`config.mk`:
```
export PLATFORM = sky130hd
export DESIGN_NAME = qsf_flash_port
export DESIGN_NICKNAME = d
export VERILOG_FILES = /design/src/qsf_pkg.sv /design/src/qsf_sync.sv /design/src/qsf_fifo.sv /design/src/qsf_flash_port.sv
export SDC_FILE = /design/constraint.sdc
export NUM_CORES = 1
export LEC_CHECK = 0
export ABC_CLOCK_PERIOD_IN_PS = 3090
export BUFFER_PORTS_ARGS = -buffer_cell sky130_fd_sc_hd__buf_2
export CORE_AREA = 4 4 172 133
export CTS_CLUSTER_SIZE = 40
export DETAILED_ROUTE_END_ITERATION = 6
export DIE_AREA = 0 0 176 137
export GPL_ROUTABILITY_DRIVEN = 0
export GPL_TIMING_DRIVEN = 0
export PLACE_DENSITY_LB_ADDON = 0.3
export SLEW_MARGIN = 20
export SYNTH_ARGS = -nofsm -noshare
export SYNTH_HDL_FRONTEND = slang
export SYNTH_SLANG_ARGS = --single-unit
```
`constraint.sdc`:
```
create_clock -name clock_in -period 3.09 [get_ports clock_in]
set_input_delay 0 -clock clock_in [delete_from_list [all_inputs] [get_ports clock_in]]
set_output_delay 0 -clock clock_in [all_outputs]
set_load 0.005 [all_outputs]
```
`src/qsf_pkg.sv`:
```
// Shared constants and types for the quad serial flash port.
package qsf_pkg;

  localparam int QSF_DATA_W        = 8;
  localparam int QSF_FIFO_DEPTH    = 8;
  localparam int QSF_SYNC_STAGES   = 2;
  localparam int QSF_PAGE_BYTES    = 256;
  localparam int QSF_SECTOR_BYTES  = 4096;
  localparam int QSF_BLOCK_BYTES   = 65536;
  localparam int QSF_ARRAY_ADDR_W  = 20;
  localparam int QSF_ADDR_BYTES    = 3;
  localparam int QSF_QE_POS        = 6;
  localparam int QSF_LOCK_POS      = 7;
  localparam logic [7:0] QSF_STATUS_RESET   = 8'h00;
  localparam logic [7:0] QSF_STATUS_WR_MASK = 8'hFC;

  // Number of data lines used per serial clock edge.
  typedef enum logic [1:0] {QSF_LANE_SINGLE, QSF_LANE_DUAL, QSF_LANE_QUAD} qsf_lane_type;

  // Granularity of an erase request.
  typedef enum logic [1:0] {QSF_ERASE_SECTOR, QSF_ERASE_BLOCK, QSF_ERASE_CHIP} qsf_erase_type;

  // Position inside one selected frame.
  typedef enum logic [1:0] {QSF_PH_CMD, QSF_PH_ADDR, QSF_PH_DATA} qsf_phase_type;

endpackage : qsf_pkg

```
`src/qsf_sync.sv`:
```
// Two flip-flop synchroniser for pins that arrive from outside the clock domain.
module qsf_sync
  import qsf_pkg::*;
#(
  parameter int WIDTH = 6
)
(
  input  wire logic             clock_in,
  input  wire logic             srst_in,
  input  wire logic [WIDTH-1:0] async_in,
  output logic      [WIDTH-1:0] sync_out
);

  typedef struct packed {
    logic [WIDTH-1:0] first;
    logic [WIDTH-1:0] second;
  } qsf_sync_state_type;

  qsf_sync_state_type state;
  qsf_sync_state_type next_state;

  // The first stage feeds only the second stage, never any logic.
  always_comb
  begin
    next_state.first  = async_in;
    next_state.second = state.first;
  end

  // Registers both stages together.
  always_ff @(posedge clock_in)
  begin
    if (srst_in)
      state <= '0;
    else
      state <= next_state;
  end

  assign sync_out = state.second;

endmodule : qsf_sync

```
`src/qsf_fifo.sv`:
```
// Flip-flop FIFO with valid and ready on both sides and a registered head.
module qsf_fifo
  import qsf_pkg::*;
#(
  parameter int WIDTH = QSF_DATA_W,
  parameter int DEPTH = QSF_FIFO_DEPTH
)
(
  input  wire logic             clock_in,
  input  wire logic             srst_in,
  input  wire logic [WIDTH-1:0] in_data_in,
  input  wire logic             in_valid_in,
  output logic                  in_ready_out,
  output logic      [WIDTH-1:0] out_data_out,
  output logic                  out_valid_out,
  input  wire logic             out_ready_in
);

  localparam int AW = (DEPTH > 1) ? $clog2(DEPTH) : 1;

  // Pointers wrap by overflow, so the depth must be a power of two.
  if (DEPTH < 2 || (DEPTH & (DEPTH - 1)) != 0 || WIDTH < 1)
  begin : g_bad_param
    $error("qsf_fifo depth must be a power of two of at least 2");
  end

  typedef struct packed {
    logic [DEPTH-1:0][WIDTH-1:0] mem;
    logic [AW-1:0]               rd;
    logic [AW-1:0]               wr;
    logic [AW:0]                 count;
    logic                        out_valid;
    logic [WIDTH-1:0]            out_data;
  } qsf_fifo_state_type;

  qsf_fifo_state_type state;
  qsf_fifo_state_type next_state;
  logic               push;
  logic               pop;

  // Full stalls the writer; the head copy keeps the output on a flip-flop.
  always_comb
  begin
    next_state = state;
    push = in_valid_in && (state.count != (AW+1)'(DEPTH));
    pop  = state.out_valid && out_ready_in;
    if (push)
    begin
      next_state.mem[state.wr] = in_data_in;
      next_state.wr = state.wr + 1'b1;
    end
    if (pop)
      next_state.rd = state.rd + 1'b1;
    next_state.count = state.count + (AW+1)'(push) - (AW+1)'(pop);
    next_state.out_valid = (next_state.count != '0);
    if (push && (state.count == '0 || (pop && state.count == (AW+1)'(1))))
      next_state.out_data = in_data_in;
    else
      next_state.out_data = state.mem[next_state.rd];
  end

  // Registers the whole FIFO state.
  always_ff @(posedge clock_in)
  begin
    if (srst_in)
      state <= '0;
    else
      state <= next_state;
  end

  assign in_ready_out  = (state.count != (AW+1)'(DEPTH));
  assign out_valid_out = state.out_valid;
  assign out_data_out  = state.out_data;

endmodule : qsf_fifo

```
`src/qsf_flash_port.sv`:
```
// Device-side serial front end of a quad SPI page-programmable flash.
module qsf_flash_port
  import qsf_pkg::*;
#(
  parameter int FIFO_DEPTH = QSF_FIFO_DEPTH
)
(
  input  wire logic          clock_in,
  input  wire logic          srst_in,
  input  wire logic          sck_in,
  input  wire logic          cs_n_in,
  input  wire logic          data_line_zero_in,
  output logic               data_line_zero_out,
  output logic               data_line_zero_oe_out,
  input  wire logic          data_line_one_in,
  output logic               data_line_one_out,
  output logic               data_line_one_oe_out,
  input  wire logic          data_line_two_in,
  output logic               data_line_two_out,
  output logic               data_line_two_oe_out,
  input  wire logic          data_line_three_in,
  output logic               data_line_three_out,
  output logic               data_line_three_oe_out,
  input  wire qsf_lane_type  lane_mode_in,
  input  wire logic          tx_active_in,
  input  wire logic [7:0]    tx_data_in,
  input  wire logic          tx_valid_in,
  output logic               tx_ready_out,
  output logic      [7:0]    rx_data_out,
  output logic               rx_valid_out,
  input  wire logic          rx_ready_in,
  output logic      [7:0]    cmd_out,
  output logic               cmd_valid_out,
  output logic      [23:0]   addr_out,
  output logic               addr_valid_out,
  output logic      [23:0]   program_address_out,
  output logic      [8:0]    program_count_out,
  output logic               overrun_out,
  input  wire logic          status_write_in,
  input  wire logic [7:0]    status_wdata_in,
  output logic      [7:0]    status_out,
  output logic               write_protect_out,
  output logic               status_write_ignored_out,
  input  wire logic          erase_req_in,
  input  wire qsf_erase_type erase_kind_in,
  input  wire logic [19:0]   erase_addr_in,
  output logic      [19:0]   erase_first_out,
  output logic      [19:0]   erase_last_out,
  output logic               erase_valid_out,
  output logic               standby_out,
  output logic               paused_out
);

  if (FIFO_DEPTH < 2)
  begin : g_bad_depth
    $error("qsf_flash_port needs a FIFO depth of at least 2");
  end

  typedef struct packed {
    logic          sck_prev;
    logic          cs_n_prev;
    logic          armed;
    logic          rose;
    qsf_phase_type phase;
    logic [1:0]    addr_left;
    logic [2:0]    bit_cnt;
    logic [7:0]    rx_shift;
    logic [2:0]    tx_cnt;
    logic [7:0]    tx_shift;
    logic          tx_ready;
    logic [3:0]    line_out;
    logic [3:0]    line_oe;
    logic [7:0]    cmd;
    logic          cmd_valid;
    logic [23:0]   addr;
    logic          addr_valid;
    logic [7:0]    page_offset;
    logic [8:0]    prog_count;
    logic          push;
    logic [7:0]    push_data;
    logic          overrun;
    logic [7:0]    status;
    logic          write_protect;
    logic          write_ignored;
    logic [19:0]   erase_first;
    logic [19:0]   erase_last;
    logic          erase_valid;
    logic          standby;
    logic          paused;
  } qsf_state_type;

  qsf_state_type state;
  qsf_state_type next_state;
  logic [5:0]    pins_sync;
  logic          fifo_in_ready;

  // Bits moved per clock edge in each lane mode.
  function automatic logic [3:0] lane_step(input qsf_lane_type lane);
    unique case (lane)
      QSF_LANE_SINGLE: lane_step = 4'h1;
      QSF_LANE_DUAL:   lane_step = 4'h2;
      QSF_LANE_QUAD:   lane_step = 4'h4;
      default:         lane_step = 4'h1;
    endcase
  endfunction : lane_step

  // Output enables of the lines that carry read data in each mode.
  function automatic logic [3:0] lane_oe(input qsf_lane_type lane);
    unique case (lane)
      QSF_LANE_SINGLE: lane_oe = 4'h2;
      QSF_LANE_DUAL:   lane_oe = 4'h3;
      QSF_LANE_QUAD:   lane_oe = 4'hF;
      default:         lane_oe = 4'h2;
    endcase
  endfunction : lane_oe

  // Byte-address mask covering one erase unit.
  function automatic logic [19:0] erase_mask(input qsf_erase_type kind);
    unique case (kind)
      QSF_ERASE_SECTOR: erase_mask = 20'(QSF_SECTOR_BYTES - 1);
      QSF_ERASE_BLOCK:  erase_mask = 20'(QSF_BLOCK_BYTES - 1);
      QSF_ERASE_CHIP:   erase_mask = 20'hFFFFF;
      default:          erase_mask = 20'(QSF_SECTOR_BYTES - 1);
    endcase
  endfunction : erase_mask

  // Clock, select and all four data lines come from the host's domain.
  qsf_sync #(
    .WIDTH (6)
  ) u_sync (
    .clock_in (clock_in),
    .srst_in  (srst_in),
    .async_in ({data_line_three_in, data_line_two_in, data_line_one_in,
                data_line_zero_in, cs_n_in, sck_in}),
    .sync_out (pins_sync)
  );

  // Received data bytes wait here until the user side takes them.
  qsf_fifo #(
    .WIDTH (QSF_DATA_W),
    .DEPTH (FIFO_DEPTH)
  ) u_rx_fifo (
    .clock_in      (clock_in),
    .srst_in       (srst_in),
    .in_data_in    (state.push_data),
    .in_valid_in   (state.push),
    .in_ready_out  (fifo_in_ready),
    .out_data_out  (rx_data_out),
    .out_valid_out (rx_valid_out),
    .out_ready_in  (rx_ready_in)
  );

  // Frame sequencing, shifting, pin drive and status handling.
  always_comb
  begin
    logic         sck_s;
    logic         cs_n_s;
    logic [3:0]   lines_s;
    logic         qe;
    logic         selected;
    logic         active;
    logic         wp_low;
    qsf_lane_type lane;
    logic [3:0]   step;
    logic [3:0]   rx_bits;
    logic [7:0]   rx_byte;
    logic [7:0]   tx_byte;
    logic         byte_done;
    sck_s     = pins_sync[0];
    cs_n_s    = pins_sync[1];
    lines_s   = pins_sync[5:2];
    qe        = state.status[QSF_QE_POS];
    selected  = !cs_n_s;
    lane      = QSF_LANE_SINGLE;
    step      = 4'h1;
    rx_bits   = 4'h0;
    rx_byte   = 8'h00;
    tx_byte   = 8'h00;
    byte_done = 1'b0;

    next_state               = state;
    next_state.sck_prev      = sck_s;
    next_state.cs_n_prev     = cs_n_s;
    next_state.cmd_valid     = 1'b0;
    next_state.addr_valid    = 1'b0;
    next_state.push          = 1'b0;
    next_state.tx_ready      = 1'b0;
    next_state.erase_valid   = 1'b0;
    next_state.write_ignored = 1'b0;

    // Pause and protect only exist while quad mode is off.
    next_state.paused = selected && !qe && !lines_s[3];
    wp_low = !qe && !lines_s[2];
    next_state.write_protect = wp_low;
    active = selected && state.armed && !next_state.paused;

    // Quad transfers need the enable bit; otherwise fall back to one line.
    if (lane_mode_in == QSF_LANE_QUAD && !qe)
      lane = QSF_LANE_SINGLE;
    else
      lane = lane_mode_in;
    step = lane_step(lane);

    // Selection arms the port; the flag is cleared on selection, set wins.
    if (state.cs_n_prev && !cs_n_s)
    begin
      next_state.armed   = 1'b1;
      next_state.overrun = 1'b0;
    end
    if (state.push && !fifo_in_ready)
      next_state.overrun = 1'b1;

    if (!state.cs_n_prev && cs_n_s)
    begin
      // Deselection closes the frame so the next one starts at an opcode.
      next_state.phase     = QSF_PH_CMD;
      next_state.bit_cnt   = 3'h0;
      next_state.tx_cnt    = 3'h0;
      next_state.addr_left = 2'h0;
      next_state.rose      = 1'b0;
    end
    else if (active && !state.sck_prev && sck_s)
    begin
      // Rising clock edge: capture 1, 2 or 4 bits, highest lane first.
      unique case (lane)
        QSF_LANE_SINGLE: rx_bits = {3'h0, lines_s[0]};
        QSF_LANE_DUAL:   rx_bits = {2'h0, lines_s[1:0]};
        QSF_LANE_QUAD:   rx_bits = lines_s;
        default:         rx_bits = {3'h0, lines_s[0]};
      endcase
      rx_byte = 8'(state.rx_shift << step) | {4'h0, rx_bits};
      byte_done = ({1'b0, state.bit_cnt} + step) == 4'h8;
      next_state.rx_shift = rx_byte;
      next_state.bit_cnt  = state.bit_cnt + step[2:0];
      next_state.rose     = 1'b1;
      if (byte_done)
      begin
        unique case (state.phase)
          QSF_PH_CMD:
          begin
            next_state.cmd       = rx_byte;
            next_state.cmd_valid = 1'b1;
            next_state.phase     = QSF_PH_ADDR;
            next_state.addr_left = 2'(QSF_ADDR_BYTES - 1);
          end
          QSF_PH_ADDR:
          begin
            next_state.addr = {state.addr[15:0], rx_byte};
            if (state.addr_left == 2'h0)
            begin
              next_state.phase       = QSF_PH_DATA;
              next_state.addr_valid  = 1'b1;
              next_state.page_offset = rx_byte;
              next_state.prog_count  = 9'h000;
            end
            else
              next_state.addr_left = state.addr_left - 2'h1;
          end
          QSF_PH_DATA:
          begin
            next_state.push      = !tx_active_in;
            next_state.push_data = rx_byte;
            // Program address wraps inside its page; count stops at a page.
            next_state.page_offset = state.page_offset + 8'h01;
            if (state.prog_count != 9'(QSF_PAGE_BYTES))
              next_state.prog_count = state.prog_count + 9'h001;
          end
          default:
            next_state.phase = QSF_PH_CMD;
        endcase
      end
    end
    else if (active && state.rose && tx_active_in && state.sck_prev && !sck_s)
    begin
      // Falling clock edge after a capture: present the next 1, 2 or 4 bits.
      // Waiting for a capture keeps an idle-high clock from shifting early.
      if (state.tx_cnt == 3'h0)
      begin
        tx_byte = tx_valid_in ? tx_data_in : 8'h00;
        next_state.tx_ready = tx_valid_in;
      end
      else
        tx_byte = state.tx_shift;
      unique case (lane)
        QSF_LANE_SINGLE: next_state.line_out = {2'h0, tx_byte[7], 1'b0};
        QSF_LANE_DUAL:   next_state.line_out = {2'h0, tx_byte[7:6]};
        QSF_LANE_QUAD:   next_state.line_out = tx_byte[7:4];
        default:         next_state.line_out = {2'h0, tx_byte[7], 1'b0};
      endcase
      next_state.tx_shift = 8'(tx_byte << step);
      next_state.tx_cnt   = state.tx_cnt + step[2:0];
    end

    // Lines are driven only while selected, unpaused and in a read phase.
    if (selected && state.armed && !next_state.paused && tx_active_in)
      next_state.line_oe = lane_oe(lane);
    else
      next_state.line_oe = 4'h0;
    next_state.standby = !selected;

    // Status writes are refused while locked and the protect pin is low.
    if (status_write_in)
    begin
      if (state.status[QSF_LOCK_POS] && wp_low)
        next_state.write_ignored = 1'b1;
      else
        next_state.status = status_wdata_in & QSF_STATUS_WR_MASK;
    end

    // Erase requests resolve to the first and last byte of their unit.
    if (erase_req_in)
    begin
      next_state.erase_first = erase_addr_in & ~erase_mask(erase_kind_in);
      next_state.erase_last  = erase_addr_in | erase_mask(erase_kind_in);
      next_state.erase_valid = 1'b1;
    end
  end

  // One register for the whole port state; nothing is armed after reset.
  always_ff @(posedge clock_in)
  begin
    if (srst_in)
    begin
      state         <= '0;
      state.status  <= QSF_STATUS_RESET;
      state.standby <= 1'b1;
    end
    else
      state <= next_state;
  end

  // Every output but rx data and valid, which come from the FIFO, is built from fields of the registered state.
  assign data_line_zero_out       = state.line_out[0];
  assign data_line_one_out        = state.line_out[1];
  assign data_line_two_out        = state.line_out[2];
  assign data_line_three_out      = state.line_out[3];
  assign data_line_zero_oe_out    = state.line_oe[0];
  assign data_line_one_oe_out     = state.line_oe[1];
  assign data_line_two_oe_out     = state.line_oe[2];
  assign data_line_three_oe_out   = state.line_oe[3];
  assign tx_ready_out             = state.tx_ready;
  assign cmd_out                  = state.cmd;
  assign cmd_valid_out            = state.cmd_valid;
  assign addr_out                 = state.addr;
  assign addr_valid_out           = state.addr_valid;
  assign program_address_out      = {state.addr[23:8], state.page_offset};
  assign program_count_out        = state.prog_count;
  assign overrun_out              = state.overrun;
  assign status_out               = state.status;
  assign write_protect_out        = state.write_protect;
  assign status_write_ignored_out = state.write_ignored;
  assign erase_first_out          = state.erase_first;
  assign erase_last_out           = state.erase_last;
  assign erase_valid_out          = state.erase_valid;
  assign standby_out              = state.standby;
  assign paused_out               = state.paused;

endmodule : qsf_flash_port

```
* Word level (Yosys, flattened, before mapping)
Cells that the tools add are included.
Operators by class: add/sub/neg operators 10, order comparisons 3, eq/ne operators 14, shift-type cells 2, mux-type cells 33, bitwise operators 14, reduce and logical (&&, ||, !) cells 59
Operator list (count):
- $bwmux W64 | 1
- $mux W8 | 8
- $pmux W20 S2 | 1
- $pmux W17 S2 | 1
- $bmux W8 S3 | 1
- $demux W8 S3 | 1
- $pmux W4 S2 | 3
- $logic_and A1 B1 Y1 | 22
- $and A20 B20 Y20 | 1
- $mux W20 | 1
- $not A20 Y20 | 1
- $or A20 B20 Y20 | 1
- $reduce_and A4 Y1 | 5
- $mux W18 | 1
- $shl A8 B4 Y8 | 2
- $reduce_or A5 Y1 | 3
- $logic_not A1 Y1 | 10
- $not A1 Y1 | 10
- $add A9 B1 Y9 const B | 1
- $mux W9 | 1
- $ne A9 B9 Y1 const B | 1
- $add A8 B1 Y8 const B | 1
- $eq A2 B2 Y1 const B | 4
- $lt A3 B4 Y1 const B | 2
- 32 further kinds | 52
Storage, ports and cells: register bits after elaboration 246, output and inout port bits 139, logic and storage cells 180

* Logic depth before layout (Yosys ltp)
depth in word-level cells 13, gate-level depth with buffers 12, depth with buffers taken out 11

* Modules after synthesis
Synthesis repeated with hierarchy kept, for this count alone.
Unflattened totals: cell total of the unflattened synthesis 1164, area total of the unflattened synthesis 10866.7 sq um
Modules (own cells, without submodules):
- qsf_flash_port | times used 1, cells each 792, area an instance 6729.0 sq um, sequential area each 2542.4 sq um
- qsf_fifo | times used 1, cells each 347, area an instance 3771.1 sq um, sequential area each 1661.6 sq um
- qsf_sync | times used 1, cells each 25, area an instance 366.6 sq um, sequential area each 240.2 sq um

* Worst setup path after synthesis
Ideal clock, no wire load.
kind register -> register, start point register state, in the netlist status_out[6], end point register state, in the netlist program_address_out[0], library setup time 74 ps, arrival 3071 ps, required time 3016 ps, slack -55 ps, cell stages (with the launch flop) 12, cells stage by stage dfxtp_1 o21a_1 ha_1 ha_1 inv_1 fa_1 nor4bb_1 nand3_1 or3_1 clkbuf_2 or4b_1 a31oi_1
Between the ends: cells in the longest elaborated chain, start to end 9, elaborated cells on any way between the ends 19, classes of those cells add/sub: 1; eq/ne: 3; shift: 1; mux: 4; bitwise: 1; reduce/logical: 9
RTL lines:
- from (decl) | line qsf_flash_port.sv:92 | qsf_state_type state;
- from (signal assigned) | line qsf_flash_port.sv:329 | state <= next_state;
- $logic_not A1 Y1 * | line qsf_flash_port.sv:192, qsf_flash_port.sv:198
- $logic_and A1 B1 Y1 | line qsf_flash_port.sv:198 | if (lane_mode_in == QSF_LANE_QUAD && !qe)
- $mux W2 | line qsf_flash_port.sv:198
- $eq A2 B2 Y1 or $eq A2 B1 Y1 (tied branches) | line qsf_flash_port.sv:99 | unique case (lane)
- $pmux W3 S2 | line qsf_flash_port.sv:99
- $shl A8 B4 Y8 | line qsf_flash_port.sv:231 | rx_byte = 8'(state.rx_shift << step) | {4'h0, rx_bits};
- $or A8 B4 Y8 | line qsf_flash_port.sv:231
- $mux W18 | line qsf_flash_port.sv:249 | if (state.addr_left == 2'h0)
- $pmux W17 S2 | line qsf_flash_port.sv:238 | unique case (state.phase)
Every way passes the cells marked *; elsewhere a longest branch is shown, timed or not. The select of a mux whose other input is x is not followed. A chain may end at the register's enable or synchronous reset.

* Final worst setup path
Same ends and word-level chain as after synthesis.

==> key figures <==
Clocking
  – Clk buf depth: 3
  – Root Buffer: clkbuf_16
  – Reg clk slew, reported paths: 0.06 ns
  – H-tree depth: 1
  – Skew-Pair Late Insertion Delay: 0.51 ns
  – CTS tree: built
  – Number of buffers created by CTS: 23
  – Num Clock Sinks: 222

Synth
  – Distinct cells, synth: 66
  – Synth cell count leaders: 222 x dfxtp_1, 171 x nor2_1, 122 x buf_4, 88 x mux2i_1, 75 x nand2_1
  – Synth Area in Simple Gates: 18.6%
  – Synth async-reset ratio: 0%
  – XOR/XNOR Fraction of Synth Area: 1.15%
  – Main combinational cell family by area after synthesis: simple AND/OR/NAND/NOR gates
  – Compound-gate portion of the synthesized area: 12.8%
  – Count leader, synth: dfxtp_1
  – Synth Area in Adders: 3.03%
  – Synth Area per Inst: 8.71 µm²
  – Yosys reg bits: 222
  – Area contributors post-synth: dfxtp_1 42%, buf_4 8.6%, mux2i_1 8.3%
  – Post-synth top area share: 41.7%
  – Mux contribution to synthesized area: 9.86%
  – Cell taking the most area after synthesis: dfxtp_1
  – Seq/Total Area, Yosys: 41.7%
  – Post-synth EDFFs: 0
  – Syn. warnings: 0
  – Synthesized area: 10,600 µm²
  – Post-Syn Instances: 1,222
  – Post-synth top flop: dfxtp_1

Critical path
  – Critical path class: reg2reg
  – Crit path capture type: register
  – Worst Path Required: 3.51 ns
  – Flop2flop setup slack: -0.02 ns
  – CP Launch Type: register
  – Largest fanout on the critical path: 5
  – Crit path arrival time: 3.53 ns

Timing
  – RSZ-0062 raised after global routing: yes
  – Relative slew margins: 22.8%
  – Peak Freq: 0.321 GHz
  – Worst Tran Pin Value: 1.15 ns
  – Final Max Tran Viols: 0
  – Crit share post-route: 101%
  – Setup ws final: -0.0209 ns
  – Final setup violating endpoints: 1
  – Count of final hold-check violations: 0
  – Setup_tns: -0.0209 ns
  – Tmin final: 3.11 ns
  – Final setup skew: 0.0133 ns

Routing
  – Final antenna-violating net count: 0
  – DRT iter0 DRCs: 727
  – Met2 routed WL: 12,400 µm
  – WL met1: 13,400 µm
  – Uppermost routed layer: met4
  – Met3 WL post-DR: 2740 µm
  – DRT Pass-1 Iters: 5
  – DRC Markers: 0
  – WL/cell: 16.5 µm
  – Vias post-DR: 9,590
  – Avg Vias per Cell: 5.41
  – Total wire length: 29,200 µm

Placed design
  – HPWL after DPL: 20,800 µm
  – Port bufs: 162
  – Placed Cells: 1,685
  – DP Area: 11,900 µm²
  – Place WS: -0.572 ns

Floorplan
  – Starting Density: 50.8%
  – Die outline height: 137 µm
  – Number of I/O pins: 192
  – Row count: 46
  – Core box area: 21,000 µm²
  – Die width: 176 µm
  – Die Area: 24,100 µm²

Global route
  – Total grt overflow: 0
  – Largest net degree at the start of global routing: 14
  – Initial antenna violation count: 0
  – Total GRT Usage: 23.6%
  – First-pass GRT wire length: 46,700 µm
  – Vias in the first global route: 9,000

Pwr
  – Fraction of power consumed by sequential logic: 43.7%
  – Switching Share: 26.3%
  – Clock Power Share: 39.3%
  – Leakage power: 6.01 nW
  – Switching power: 1.82 mW
  – Pwr dens: 525 nW/µm²
  – Comb power frac: 17.1%
  – Max rail drop VDD: 0.000273 V
  – Int Power: 5.12 mW

Finish
  – Final Core Density: 63.1%
  – Nets: 1,548
  – Fillers: 1,811
  – Diodes inserted: 0
  – Ratio of cells with drive above 1 in the final layout: 27.0%
  – Design Area, Final: 13,200 µm²
  – Area Overhead vs Synth: 24.2%
  – Final Non-Filler Cells: 1,772

Outcome
  – Failing checks: negative setup slack
  – Status: finished, violations left

Job
  – Max-Cap Viols: 0

Hold path
  – Hold WC Path Type: in2reg
==> critical path, cell delays in order (launching register included) <==
cell and delay [ns]:
dfxtp_4 0.36, o21a_1 0.22, ha_4 0.30, ha_4 0.13
inv_2 0.04, fa_2 0.40, xor2_1 0.22, o32a_4 0.28
or3_4 0.42, or4b_4 0.48, a31oi_1 0.19
==> final timing paths <==
check | cells after the start | endpoint | start
max | 10 | program_address_out[0] | status_out[6]
min | 4 | erase_first_out[16] | erase_req_in
max reg2reg | 10 | program_address_out[0] | status_out[6]
min reg2reg | 1 | u_sync.sync_out[5] | u_sync.next_state[5]
==> area by class of cell <==
cell class | count | area [µm²] | share of cell area [%]
multi-input combinational | 776 | 5040 | 38.1
sequential | 222 | 4450 | 33.6
timing repair buffer | 213 | 1270 | 9.63
buffer | 201 | 1240 | 9.39
clock buffer | 34 | 687 | 5.19
tap | 288 | 360 | 2.72
inverter | 34 | 128 | 0.965
clock inverter | 4 | 51.3 | 0.388
==> per-layer routing <==
metal | vias up | GRT usage, %
met5 | - | 0
li1 | 4611 | -
met1 | 4497 | 33.8
met3 | 59 | 4.58
met2 | 423 | 36.9
met4 | 0 | 5.71
==> state kept, by name, indices dropped and copies added, names as in the netlist, 6 cells and up <==
register	cells
addr_out	24
cmd_out	8
erase_first_out	8
state	39
program_address_out	8
u_rx_fifo.out_data_out	8
u_sync.sync_out	6
u_rx_fifo.state	74
erase_last_out	9
program_count_out	9
u_sync.next_state	6
status_out	6
==> metrics by stage <==
step	total power [mW]	hold slack (ns)
finish	6.94	0.0117
global route	7.23	0.0406
CTS	6.98	0.00886
detailed placement	4.21	0.216
global placement	4.19	0.212
floorplan	3.86	0.0783
==> cells in the final DEF (no fill, tap or decap), types with 14 or more instances in the layout <==
cell | netlist | routed
dfxtp_1 | 222 | 221
nor2_1 | 171 | 171
buf_2 | 9 | 170
buf_4 | 122 | 143
mux2i_1 | 88 | 88
nand2_1 | 75 | 75
clkbuf_1 | 69 | 66
a21oi_1 | 57 | 56
nor3_1 | 43 | 39
o22ai_1 | 36 | 36
inv_1 | 32 | 31
dlygate4sd3_1 | 0 | 29
nand3_1 | 29 | 28
nor2b_1 | 27 | 27
clkbuf_16 | 0 | 23
a211oi_1 | 24 | 22
ha_1 | 21 | 19
o21ai_0 | 19 | 18
conb_1 | 1 | 14
==> logic make-up (layout without fill, tap and decap cells) <==
kind of cell,after synthesis,in the layout
and+or+nand+nor,419,419
buffers and inverters,237,486
DFF,222,222
AOI/OAI and AO/OA,204,204
muxes,101,101
adders and majority gates,24,24
xor gates and xnor gates,14,14
other,1,14
==> timing repair <==
item,in CTS,in global routing
resized for setup,18,28
setup endpoints to repair,65,45
endpoints found under the hold margin,39,0
hold buffers,29,0
buffers inserted,14,7
cloned,0,1
pin swaps,7,10
==> power by group through the flow <==
stage	registers (mW)	clock network [mW]	logic, mW
2_1_floorplan	3.08	0	0.782
3_3_place_gp	3.09	0	1.10
3_5_place_dp	3.09	0	1.12
4_1_cts	3.03	2.77	1.17
5_1_grt	3.04	2.89	1.30
6_report	3.03	2.73	1.18
Power figures use the tool's default switching activity.
